`src/hdl/ssp_regs.vh`:
```
`ifndef SSP_REGS_VH
`define SSP_REGS_VH
// ---------------------------------------------------------------
// Register byte addresses.
// ---------------------------------------------------------------
`define SSP_ADDR_MODE 12'h000
`define SSP_ADDR_FMT 12'h004
`define SSP_ADDR_DATA 12'h008
`define SSP_ADDR_IRQ_STAT 12'h00c
`define SSP_ADDR_IRQ_MASK 12'h010
// ---------------------------------------------------------------
// Mode control fields and reset value.
// ---------------------------------------------------------------
`define SSP_MODE_RST 8'he0
`define SSP_MODE_FLD_HI 7
`define SSP_MODE_FLD_LO 5
`define SSP_UART_BIT 4
`define SSP_EN_BIT 1
`define SSP_INCF_BIT 0
`define SSP_M_DIV4 3'h0
`define SSP_M_DIV16 3'h1
`define SSP_M_DIV64 3'h2
`define SSP_M_SUB 3'h3
`define SSP_M_TMR 3'h4
`define SSP_M_SLAVE 3'h5
// ---------------------------------------------------------------
// Format control fields and reset value.
// ---------------------------------------------------------------
`define SSP_FMT_RST 8'h00
`define SSP_POL_BIT 5
`define SSP_EDGE_BIT 4
`define SSP_ORDER_BIT 3
`define SSP_SELECT_PIN_ENABLE_BIT 2
`define SSP_WRITE_COLLISION_FLAG_BIT 1
`define SSP_TRF_BIT 0
// ---------------------------------------------------------------
// Half periods of the serial clock in system clocks, less one, and the bits per frame.
// ---------------------------------------------------------------
`define SSP_HALF_DIV4 8'h01
`define SSP_HALF_DIV16 8'h07
`define SSP_HALF_DIV64 8'h1f
`define SSP_BITS 4'h8
`endif

```
`src/hdl/ssp_shifter.v`:
```
module ssp_shifter #(
  parameter WIDTH = 8
) (
  input wire clk_i,
  input wire reset_i,
  input wire ce_i,
  input wire load_i,
  input wire [WIDTH-1:0] load_data_i,
  input wire sample_i,
  input wire shift_i,
  input wire msb_first_i,
  input wire sdi_i,
  output reg [WIDTH-1:0] data_o,
  output reg sdo_o
);
  reg rx_bit_r;
  always @(posedge clk_i) begin
    if (reset_i) begin
      data_o <= {WIDTH{1'b0}};
      sdo_o <= 1'b0;
      rx_bit_r <= 1'b0;
    end else if (ce_i) begin
      if (load_i) begin
        data_o <= load_data_i;
        sdo_o <= msb_first_i ? load_data_i[WIDTH-1] : load_data_i[0];
      end else begin
        if (sample_i) begin
          rx_bit_r <= sdi_i;
        end
        if (shift_i) begin
          if (msb_first_i) begin
            data_o <= {data_o[WIDTH-2:0], rx_bit_r};
            sdo_o <= data_o[WIDTH-2];
          end else begin
            data_o <= {rx_bit_r, data_o[WIDTH-1:1]};
            sdo_o <= data_o[1];
          end
        end
      end
    end
  end
endmodule

```
`src/hdl/ssp_top.v`:
```
// The APB interface to the registers and the address map were left to the implementer.
`include "ssp_regs.vh"
module ssp_top #(
  parameter HALF_WIDTH = 8
) (
  input wire clk_i,
  input wire reset_i,
  input wire ce_i,
  input wire psel_i,
  input wire penable_i,
  input wire pwrite_i,
  input wire [11:0] paddr_i,
  input wire [31:0] pwdata_i,
  output reg [31:0] prdata_o,
  output reg pready_o,
  output reg pslverr_o,
  input wire sub_tick_i,
  input wire tmr_match_i,
  input wire sck_i,
  output reg sck_o,
  output reg sck_oe_o,
  input wire sdi_i,
  output reg sdo_o,
  output reg sdo_oe_o,
  input wire slave_select_n_i,
  output reg slave_select_n_o,
  output reg slave_select_n_oe_o,
  output reg irq_o
);
  // ---------------------------------------------------------------
  // Registers and decode.
  // ---------------------------------------------------------------
  reg [7:0] serial_mode_control_r;
  reg [7:0] serial_format_control_r;
  reg [1:0] irq_stat_r;
  reg [1:0] irq_mask_r;
  reg busy_r;
  reg [3:0] bit_cnt_r;
  reg [HALF_WIDTH-1:0] half_cnt_r;
  reg sck_lvl_r;
  reg phase_r;
  reg sck_in_q_r;
  reg tick_q_r;
  wire [2:0] mode = serial_mode_control_r[`SSP_MODE_FLD_HI:`SSP_MODE_FLD_LO];
  wire enabled = serial_mode_control_r[`SSP_EN_BIT];
  wire spi_sel = ~serial_mode_control_r[`SSP_UART_BIT] & (mode <= `SSP_M_SLAVE);
  wire is_slave = spi_sel & (mode == `SSP_M_SLAVE);
  wire is_master = spi_sel & ~is_slave;
  wire pol = serial_format_control_r[`SSP_POL_BIT];
  wire edge_sel = serial_format_control_r[`SSP_EDGE_BIT];
  wire msb_first = serial_format_control_r[`SSP_ORDER_BIT];
  wire select_pin_enable = serial_format_control_r[`SSP_SELECT_PIN_ENABLE_BIT];
  wire idle_lvl = ~pol;
  wire cap_rise = (pol == edge_sel);
  wire acc = psel_i & penable_i & ~pready_o;
  wire wr = acc & pwrite_i;
  wire rd = acc & ~pwrite_i;
  wire wr_fmt = wr & (paddr_i == `SSP_ADDR_FMT) & spi_sel;
  wire wr_data = wr & (paddr_i == `SSP_ADDR_DATA) & spi_sel;
  wire wr_mode = wr & (paddr_i == `SSP_ADDR_MODE);
  wire [7:0] sh_data;
  wire sh_sdo;
  wire ss_active = ~select_pin_enable | ~slave_select_n_i;
  // Master clock ticks per selected source.
  reg [HALF_WIDTH-1:0] half_lim;
  reg src_tick;
  always @* begin
    half_lim = `SSP_HALF_DIV4;
    src_tick = 1'b1;
    case (mode)
      `SSP_M_DIV16: half_lim = `SSP_HALF_DIV16;
      `SSP_M_DIV64: half_lim = `SSP_HALF_DIV64;
      `SSP_M_SUB: begin
        half_lim = {HALF_WIDTH{1'b0}};
        src_tick = sub_tick_i & ~tick_q_r;
      end
      `SSP_M_TMR: begin
        half_lim = {HALF_WIDTH{1'b0}};
        src_tick = tmr_match_i & ~tick_q_r;
      end
      default: half_lim = `SSP_HALF_DIV4;
    endcase
  end
  wire half_tick = src_tick & (half_cnt_r == half_lim);
  // Edge events for both roles.
  wire sck_rise_in = sck_i & ~sck_in_q_r;
  wire sck_fall_in = ~sck_i & sck_in_q_r;
  wire sl_go = is_slave & enabled & ss_active;
  wire sl_cap = sl_go & (cap_rise ? sck_rise_in : sck_fall_in);
  wire sl_sft = sl_go & (cap_rise ? sck_fall_in : sck_rise_in);
  wire m_tick = is_master & enabled & busy_r & half_tick;
  wire m_cap = m_tick & ~phase_r;
  wire m_sft = m_tick & phase_r;
  wire cap_ev = m_cap | sl_cap;
  wire sft_ev = m_sft | sl_sft;
  wire last_bit = (bit_cnt_r == `SSP_BITS - 4'h1);
  wire done_ev = cap_ev & last_bit;
  wire incomplete = is_slave & enabled & select_pin_enable & slave_select_n_i & busy_r;
  wire load = wr_data & ~busy_r;
  ssp_shifter #(
    .WIDTH(8)
  ) u_shift (
    .clk_i(clk_i),
    .reset_i(reset_i),
    .ce_i(ce_i),
    .load_i(load),
    .load_data_i(pwdata_i[7:0]),
    .sample_i(cap_ev),
    .shift_i(sft_ev),
    .msb_first_i(msb_first),
    .sdi_i(sdi_i),
    .data_o(sh_data),
    .sdo_o(sh_sdo)
  );
  // ---------------------------------------------------------------
  // Control state.
  // ---------------------------------------------------------------
  always @(posedge clk_i) begin
    if (reset_i) begin
      serial_mode_control_r <= `SSP_MODE_RST;
      serial_format_control_r <= `SSP_FMT_RST;
      irq_stat_r <= 2'h0;
      irq_mask_r <= 2'h0;
      busy_r <= 1'b0;
      bit_cnt_r <= 4'h0;
      half_cnt_r <= {HALF_WIDTH{1'b0}};
      sck_lvl_r <= 1'b1;
      phase_r <= 1'b0;
      sck_in_q_r <= 1'b0;
      tick_q_r <= 1'b0;
    end else if (ce_i) begin
      sck_in_q_r <= sck_i;
      tick_q_r <= (mode == `SSP_M_SUB) ? sub_tick_i : tmr_match_i;
      if (wr_mode) begin
        serial_mode_control_r <= pwdata_i[7:0];
      end
      if (wr_fmt) begin
        serial_format_control_r <= pwdata_i[7:0];
      end
      if (wr_data & busy_r) begin
        serial_format_control_r[`SSP_WRITE_COLLISION_FLAG_BIT] <= 1'b1;
        irq_stat_r[1] <= 1'b1;
      end
      if (!busy_r) begin
        sck_lvl_r <= idle_lvl;
      end
      if (is_master & load & enabled) begin
        busy_r <= 1'b1;
        bit_cnt_r <= 4'h0;
        half_cnt_r <= {HALF_WIDTH{1'b0}};
        phase_r <= 1'b0;
      end else if (is_slave & load) begin
        bit_cnt_r <= 4'h0;
      end
      if (sl_cap & ~busy_r) begin
        busy_r <= 1'b1;
      end
      if (busy_r & is_master & src_tick) begin
        half_cnt_r <= half_tick ? {HALF_WIDTH{1'b0}} : half_cnt_r + 1'b1;
      end
      if (m_tick) begin
        sck_lvl_r <= ~sck_lvl_r;
        phase_r <= ~phase_r;
      end
      if (cap_ev) begin
        bit_cnt_r <= bit_cnt_r + 4'h1;
      end
      if (done_ev) begin
        busy_r <= m_cap ? 1'b1 : 1'b0;
        bit_cnt_r <= 4'h0;
        serial_format_control_r[`SSP_TRF_BIT] <= ~m_cap;
        irq_stat_r[0] <= irq_stat_r[0] | ~m_cap;
      end
      if (m_sft & (bit_cnt_r == 4'h0) & ~phase_r) begin
        busy_r <= busy_r;
      end
      if (m_sft & bit_cnt_r == 4'h0) begin
        busy_r <= 1'b0;
        serial_format_control_r[`SSP_TRF_BIT] <= 1'b1;
        irq_stat_r[0] <= 1'b1;
      end
      if (incomplete) begin
        busy_r <= 1'b0;
        bit_cnt_r <= 4'h0;
        serial_mode_control_r[`SSP_INCF_BIT] <= 1'b1;
        serial_format_control_r[`SSP_TRF_BIT] <= 1'b1;
        irq_stat_r[0] <= 1'b1;
      end
      if (rd & (paddr_i == `SSP_ADDR_IRQ_STAT)) begin
        irq_stat_r <= 2'h0;
      end
      if (wr & (paddr_i == `SSP_ADDR_IRQ_MASK)) begin
        irq_mask_r <= pwdata_i[1:0];
      end
    end
  end
  // ---------------------------------------------------------------
  // Bus answer and pins.
  // ---------------------------------------------------------------
  always @(posedge clk_i) begin
    if (reset_i) begin
      prdata_o <= 32'h0;
      pready_o <= 1'b0;
      pslverr_o <= 1'b0;
      irq_o <= 1'b0;
      sck_o <= 1'b1;
      sck_oe_o <= 1'b0;
      sdo_o <= 1'b0;
      sdo_oe_o <= 1'b0;
      slave_select_n_o <= 1'b1;
      slave_select_n_oe_o <= 1'b0;
    end else if (ce_i) begin
      pready_o <= acc;
      pslverr_o <= 1'b0;
      prdata_o <= 32'h0;
      if (rd) begin
        case (paddr_i)
          `SSP_ADDR_MODE: prdata_o <= {24'h0, serial_mode_control_r};
          `SSP_ADDR_FMT: prdata_o <= spi_sel ? {24'h0, serial_format_control_r} : 32'h0;
          `SSP_ADDR_DATA: prdata_o <= spi_sel ? {24'h0, sh_data} : 32'h0;
          `SSP_ADDR_IRQ_STAT: prdata_o <= {30'h0, irq_stat_r};
          `SSP_ADDR_IRQ_MASK: prdata_o <= {30'h0, irq_mask_r};
          default: pslverr_o <= 1'b1;
        endcase
      end else if (wr) begin
        case (paddr_i)
          `SSP_ADDR_MODE, `SSP_ADDR_FMT, `SSP_ADDR_DATA: pslverr_o <= 1'b0;
          `SSP_ADDR_IRQ_STAT, `SSP_ADDR_IRQ_MASK: pslverr_o <= 1'b0;
          default: pslverr_o <= 1'b1;
        endcase
      end
      irq_o <= |(irq_stat_r & irq_mask_r);
      sck_o <= sck_lvl_r;
      sck_oe_o <= is_master & enabled;
      sdo_o <= sh_sdo;
      sdo_oe_o <= enabled & (is_master | (is_slave & ss_active));
      slave_select_n_o <= ~busy_r;
      slave_select_n_oe_o <= is_master & enabled & select_pin_enable;
    end
  end
endmodule

```
`config.mk`:
```
export PLATFORM = sky130hd
export DESIGN_NAME = ssp_top
export DESIGN_NICKNAME = d
export VERILOG_FILES = /design/src/hdl/ssp_shifter.v /design/src/hdl/ssp_top.v
export VERILOG_INCLUDE_DIRS = /design/src /design/src/hdl
export SDC_FILE = /design/constraint.sdc
export NUM_CORES = 1
export LEC_CHECK = 0
export BUFFER_PORTS_ARGS = -buffer_cell sky130_fd_sc_hd__buf_4
export CORE_ASPECT_RATIO = 0.9
export CORE_MARGIN = 2
export CORE_UTILIZATION = 30
export DETAILED_ROUTE_END_ITERATION = 7
export GPL_TIMING_DRIVEN = 0
export PLACE_DENSITY_LB_ADDON = 0.25
export SYNTH_ARGS = -nofsm -noshare
export SYNTH_HDL_FRONTEND = slang
export SYNTH_SLANG_ARGS = --single-unit
export TNS_END_PERCENT = 10
```
`constraint.sdc`:
```
create_clock -name clk_i -period 2.5 [get_ports clk_i]
set_input_delay 0.25 -clock clk_i [delete_from_list [all_inputs] [get_ports clk_i]]
set_output_delay 0.25 -clock clk_i [all_outputs]
set_load 0.02 [all_outputs]
```
# Word-level counts from Yosys, hierarchy flattened
# Index checks and enable logic that the tools add are counted.
# op_classes
n_bitwise	66
magnitude_cmp	1
n_eq_ne	14
shifts	0
muxes	50
n_reduce_logical	30
multipliers	0
div_mod_pow	0
n_addsub	2
# ops
cell	n
$mux W8	9
$and A1 B1 Y1	45
$pmux W8 S5	1
$mux W1	31
$reduce_and A2 Y1	13
$eq A12 B4 Y1 const B	2
$mux W4	5
$not A1 Y1	15
$pmux W5 S3	1
$eq A12 B3 Y1 const B	1
$eq A12 B5 Y1 const B	1
$logic_not A12 Y1	1
$reduce_bool A2 Y1	6
$reduce_bool A5 Y1	2
$add A8 B1 Y8 const B	1
$eq A8 B8 Y1	1
$reduce_bool A4 Y1	2
$eq A3 B2 Y1 const B	2
$eq A3 B3 Y1 const B	2
$reduce_and A3 Y1	2
$or A1 B1 Y1	5
$reduce_or A5 Y1	1
$add A4 B1 Y4 const B	1
$eq A4 B3 Y1 const B	1
other kinds (10)	12
# word_totals
latchBits	0
in_bits	55
romBits	0
regBits	88
elab_cells	191
memories	0
ram_bits	0

# Depth between registers and ports, before layout
# logic_depth
depth_word	15
ltp_mapped	10

# By module
# A second synthesis with hierarchy kept.
# unflattened
hier_cells	421
hier_area_um2	3641.0
# by_module_without_submodules
mod	instances	area_each_um2	cells_each
ssp_top	1	3103.0	369
ssp_shifter	1	538.0	52

# Least setup slack after synthesis
# Ideal clock, no wire load.
# synth_path
kind	reg2reg
start	register serial_mode_control_r[6]
end	register u_shift.data_o[7]
period_less_slack_ps	2407
setup_ps	67
path_stages_with_launch	9
t_arrival_ps	2340
path_slack_ps	93
path_cell_list	dfxtp_1 -> nor3b_1 -> mux2_2 -> or3_1 -> or3_4 -> a2bb2oi_2 -> buf_6 -> a211o_1 -> a21oi_2
# synth_between
elab_chain_cells	12
# synth_lines
item	line_no	source
start, declared	ssp_top.v:33	reg [7:0] serial_mode_control_r;
start signal, assigned	ssp_top.v:120	serial_mode_control_r <= `SSP_MODE_RST;
start signal, assigned	ssp_top.v:135	serial_mode_control_r <= pwdata_i[7:0];
$le A3 B3 Y1 (no source line)	n/a	
$and A1 B1 Y1	ssp_top.v:46	wire spi_sel = ~serial_mode_control_r[`SSP_UART_BIT] & (mode <= `SSP_M_SLAVE);
$and A1 B1 Y1	ssp_top.v:47	wire is_slave = spi_sel & (mode == `SSP_M_SLAVE);
$not A1 Y1	ssp_top.v:48	wire is_master = spi_sel & ~is_slave;
$and A1 B1 Y1	ssp_top.v:48	
$and A1 B1 Y1 (3 in series)	ssp_top.v:91	wire m_tick = is_master & enabled & busy_r & half_tick;
$and A1 B1 Y1	ssp_top.v:93	wire m_sft = m_tick & phase_r;
$or A1 B1 Y1	ssp_top.v:95	wire sft_ev = m_sft | sl_sft;
$reduce_bool A2 Y1 (no source line)	n/a	
$reduce_and A2 Y1 (no source line)	n/a	
end signal, assigned	ssp_shifter.v:24	data_o <= load_data_i;
end signal, assigned	ssp_shifter.v:32	data_o <= {data_o[WIDTH-2:0], rx_bit_r};
end signal, assigned	ssp_shifter.v:35	data_o <= {rx_bit_r, data_o[WIDTH-1:1]};
end, declared	ssp_shifter.v:13	output reg [WIDTH-1:0] data_o,
# Several ways; a longest one is shown, not always the timed one.
# A chain may end at the register's enable or synchronous reset.

# Final worst setup path
# layout_path
start	register half_cnt_r[0]
end	register serial_format_control_r[0]
# layout_between
elab_chain_cells	9
# layout_lines
item	line_no	source
start, declared	ssp_top.v:39	reg [HALF_WIDTH-1:0] half_cnt_r;
start signal, assigned	ssp_top.v:126	half_cnt_r <= {HALF_WIDTH{1'b0}};
start signal, assigned	ssp_top.v:150	half_cnt_r <= {HALF_WIDTH{1'b0}};
start signal, assigned	ssp_top.v:159	half_cnt_r <= half_tick ? {HALF_WIDTH{1'b0}} : half_cnt_r + 1'b1;
$eq A8 B8 Y1 *	ssp_top.v:84	wire half_tick = src_tick & (half_cnt_r == half_lim);
$and A1 B1 Y1 *	ssp_top.v:84	
$and A1 B1 Y1 *	ssp_top.v:91	
$and A1 B1 Y1	ssp_top.v:92	wire m_cap = m_tick & ~phase_r;
$or A1 B1 Y1	ssp_top.v:94	wire cap_ev = m_cap | sl_cap;
$and A1 B1 Y1	ssp_top.v:97	wire done_ev = cap_ev & last_bit;
$mux W1	ssp_top.v:168	if (done_ev) begin
$mux W1	ssp_top.v:177	if (m_sft & bit_cnt_r == 4'h0) begin
$mux W1	ssp_top.v:182	if (incomplete) begin
end signal, assigned	ssp_top.v:121	serial_format_control_r <= `SSP_FMT_RST;
end signal, assigned	ssp_top.v:138	serial_format_control_r <= pwdata_i[7:0];
end signal, assigned by index	ssp_top.v:171	serial_format_control_r[`SSP_TRF_BIT] <= ~m_cap;
end, declared	ssp_top.v:34	reg [7:0] serial_format_control_r;
# Every way passes the cells marked *; elsewhere a longest branch is shown, timed or not.

==> results_dict.tcl <==
set metrics [dict create \
    synth_flop_cell "dfxtp_1" \
    routedWlPerCell_um 15.42 \
    cts_tree "built" \
    cp-start-kind "flop" \
    status "completed" \
    num_rows 37 \
    path_cells "or3_1 > and3_1 > o41a_1 > or3_4 > buf_6 > a211o_1 > o311ai_1 > a21oi_1" \
    ir_drop_v 0.0004446 \
    regToRegSetupSlack_ns 0.02 \
    clkSlewWorstSetupHoldPaths_ns 0.06 \
    root_buffer "clkbuf_16" \
    synth_area_um2 3587 \
    die_w_um 119.3 \
    yosysTopAreaCell "dfxtp_1" \
    cts-htree-levels 3 \
    dr.pass1.iters 5 \
    synthTopCellsByArea "dfxtp_1 (36%), mux2i_1 (7.3%), nand2_1 (5.9%)" \
    ioPinCount 96 \
    fin_worst_skew_ns 0.009067 \
    vias 3508 \
    path_class "reg2reg" \
    netlist_top_cells_count "dfxtp_1 (64), nand2_1 (56), nor2_1 (54)" \
    clock-sinks 64 \
    synth_top_area_share_pct 35.72 \
    drv_slew 0 \
    hold_path_class "in2reg" \
    yosysSeqAreaShare_pct 35.72 \
    wl_mm 10.67 \
    max_stage_delay_ns 0.45 \
    worst_hold_slack_ns 0.1699 \
    fillers 1161 \
    grt_usage_pct 16.17 \
    grt_remaining_overflow 0 \
    ys_ff_latch 64 \
    grt_pass1_vias 3058 \
    ys_types 61 \
    grt_antenna_before_repair 0 \
    clock_latency_ns 0.34 \
    synthCells 447 \
    yosysMostFrequentCell "dfxtp_1" \
    die_h_um 107.7 \
    initial_core_util_pct 31.12 \
    leakagePower_nw 1.713 \
    grt_start_max_net_pins 18 \
    ys_async_sr_fraction_pct 0 \
    vias_per_cell 5.069 \
    core_um2 11530 \
    n_antenna_cell 0 \
    slew_headroom_pct 53.09 \
    path_delay_family "simple AND/OR/NAND/NOR gates" \
    worst_slew_pin_slew_ns 0.6859 \
    crit_path_end_kind "flop" \
    hpwl_mm 7.730 \
    power.total_mw 2.499 \
    critPathSlowestCell "or3_4" \
    cp.required_ns 2.70 \
    critPathBufInv 1 \
    grt_first_pass_wirelength_mm 16.09 \
    drc 0 \
    setup_violations 0 \
    worstPathArrival_ns 2.68 \
    layout-drive-gt1-share_pct 21.46 \
    synth_area_per_cell_um2 8.025 \
    numPortBuffers 46 \
    synth-edff-count 0 \
    period_needed_ns 2.481 \
    routabilityCongestion 0.8459 \
    clockBufferDepth 2 \
    period_share_pct 99.25 \
    postRouteAntennaNets 0 \
    yosysWarnings 0 \
    hold_viol 0 \
    power.density_nw_per_um2 537.6 \
    area_growth_pct 29.61 \
    rsz0062_at_grt "true" \
    drv_cap 0 \
    numCtsBuffers 9 \
    drt_iter0_markers 230 \
    crit_fanout 6 \
    fp.dieArea_um2 12850 \
    fmax_mhz 403.0 \
    final_nets 589 \
]
## metal layers
layer | wire length, um | global-route usage, %
met5 | 0 | 0
met4 | 212 | 5.867
met3 | 637 | 4.131
met2 | 4799 | 25.00
met1 | 5025 | 21.74
## where the power goes
group          total, mW  switching (mW)  leakage [nW]  internal (mW)
sequential          1.03         0.00303         0.517           1.02
clock               1.27           0.448         0.150          0.823
combinational      0.202           0.121          1.05         0.0810
total               2.50           0.571          1.71           1.93
## state kept, by name, summed over array words and instances, names as in the netlist, 2 cells and up
signal and count:
serial_mode_control_r 8, irq_stat_r 2, u_shift.data_o 8, bit_cnt_r 4
prdata_o 8, serial_format_control_r 8, half_cnt_r 8, irq_mask_r 2
## path summary, 6_finish.rpt
check / endpoint / cells past startpoint / from
worst min-delay path: sck_in_q_r / 3 / sck_i
worst min register to register: prdata_o[4] / 2 / prdata_o[4]
worst max register to register: serial_format_control_r[0] / 8 / half_cnt_r[0]
worst max-delay path: serial_format_control_r[0] / 8 / half_cnt_r[0]
## per-stage QoR
step / std cells / area [um^2] / setup slack (ns) / TNS [ns] / utilization, %
finish: 692 / 4649 / 0.01872 / 0 / 40.33
CTS: 687 / 4567 / -0.01465 / -0.01705 / 39.62
floorplan: 470 / 3674 / 0.09264 / 0 / -
global placement: 672 / 4214 / -0.1835 / -1.979 / 36.56
detailed placement: 672 / 4214 / -0.2176 / -2.780 / 36.56
global route: 692 / 4649 / -0.03994 / -0.1389 / 40.33
## worst register-to-register path: stages (launching register included)
cell and delay (ns):
dfxtp_2 0.35, or3_1 0.36, and3_1 0.18, o41a_1 0.42, or3_4 0.45, buf_6 0.15, a211o_1 0.26, o311ai_1 0.08
a21oi_1 0.10
## cells in the final DEF (no fill, tap or decap), types with 4 or more instances in the layout
cell type / instances
a211o_1: 11
a211oi_1: 4
a21oi_1: 34
a22oi_1: 11
buf_4: 76
clkbuf_1: 21
clkbuf_16: 9
conb_1: 24
dfxtp_1: 61
inv_1: 6
mux2i_1: 26
nand2_1: 56
nand2b_1: 9
nand3_1: 10
nand3b_1: 4
nor2_1: 54
nor2b_1: 6
nor3_1: 9
nor4b_1: 5
o21ai_0: 17
xor2_1: 5
## what timing repair did
item	CTS	global route
pin swaps	4	6
hold buffers	0	0
gates cloned	0	1
setup endpoints to repair	25	24
gates resized for setup	14	11
buffers inserted	1	4
## layout make-up
class	count	area, um^2	area share, %
tap	156	195.2	4.198
sequential	64	1290	27.74
timing repair buffer	51	386.6	8.315
inverter	6	22.52	0.4844
clock inverter	3	40.04	0.8611
buffer	48	281.5	6.055
multi-input combinational	351	2173	46.74
clock buffer	13	260.3	5.597
## logic make-up (layout without fill, tap and decap cells)
kind of cell    Yosys count  in the layout  synth area share (%)
other cells               1             24                0.1045
buf+inv                  56            121                 8.755
fa+ha+maj                 3              3                 1.047
compound gates          105            106                 19.32
mux                      28             28                 8.197
flops                    64             64                 35.72
xor+xnor                  8              8                 1.953
simple gates            182            182                 24.90
(Power assumes the default switching activity.)
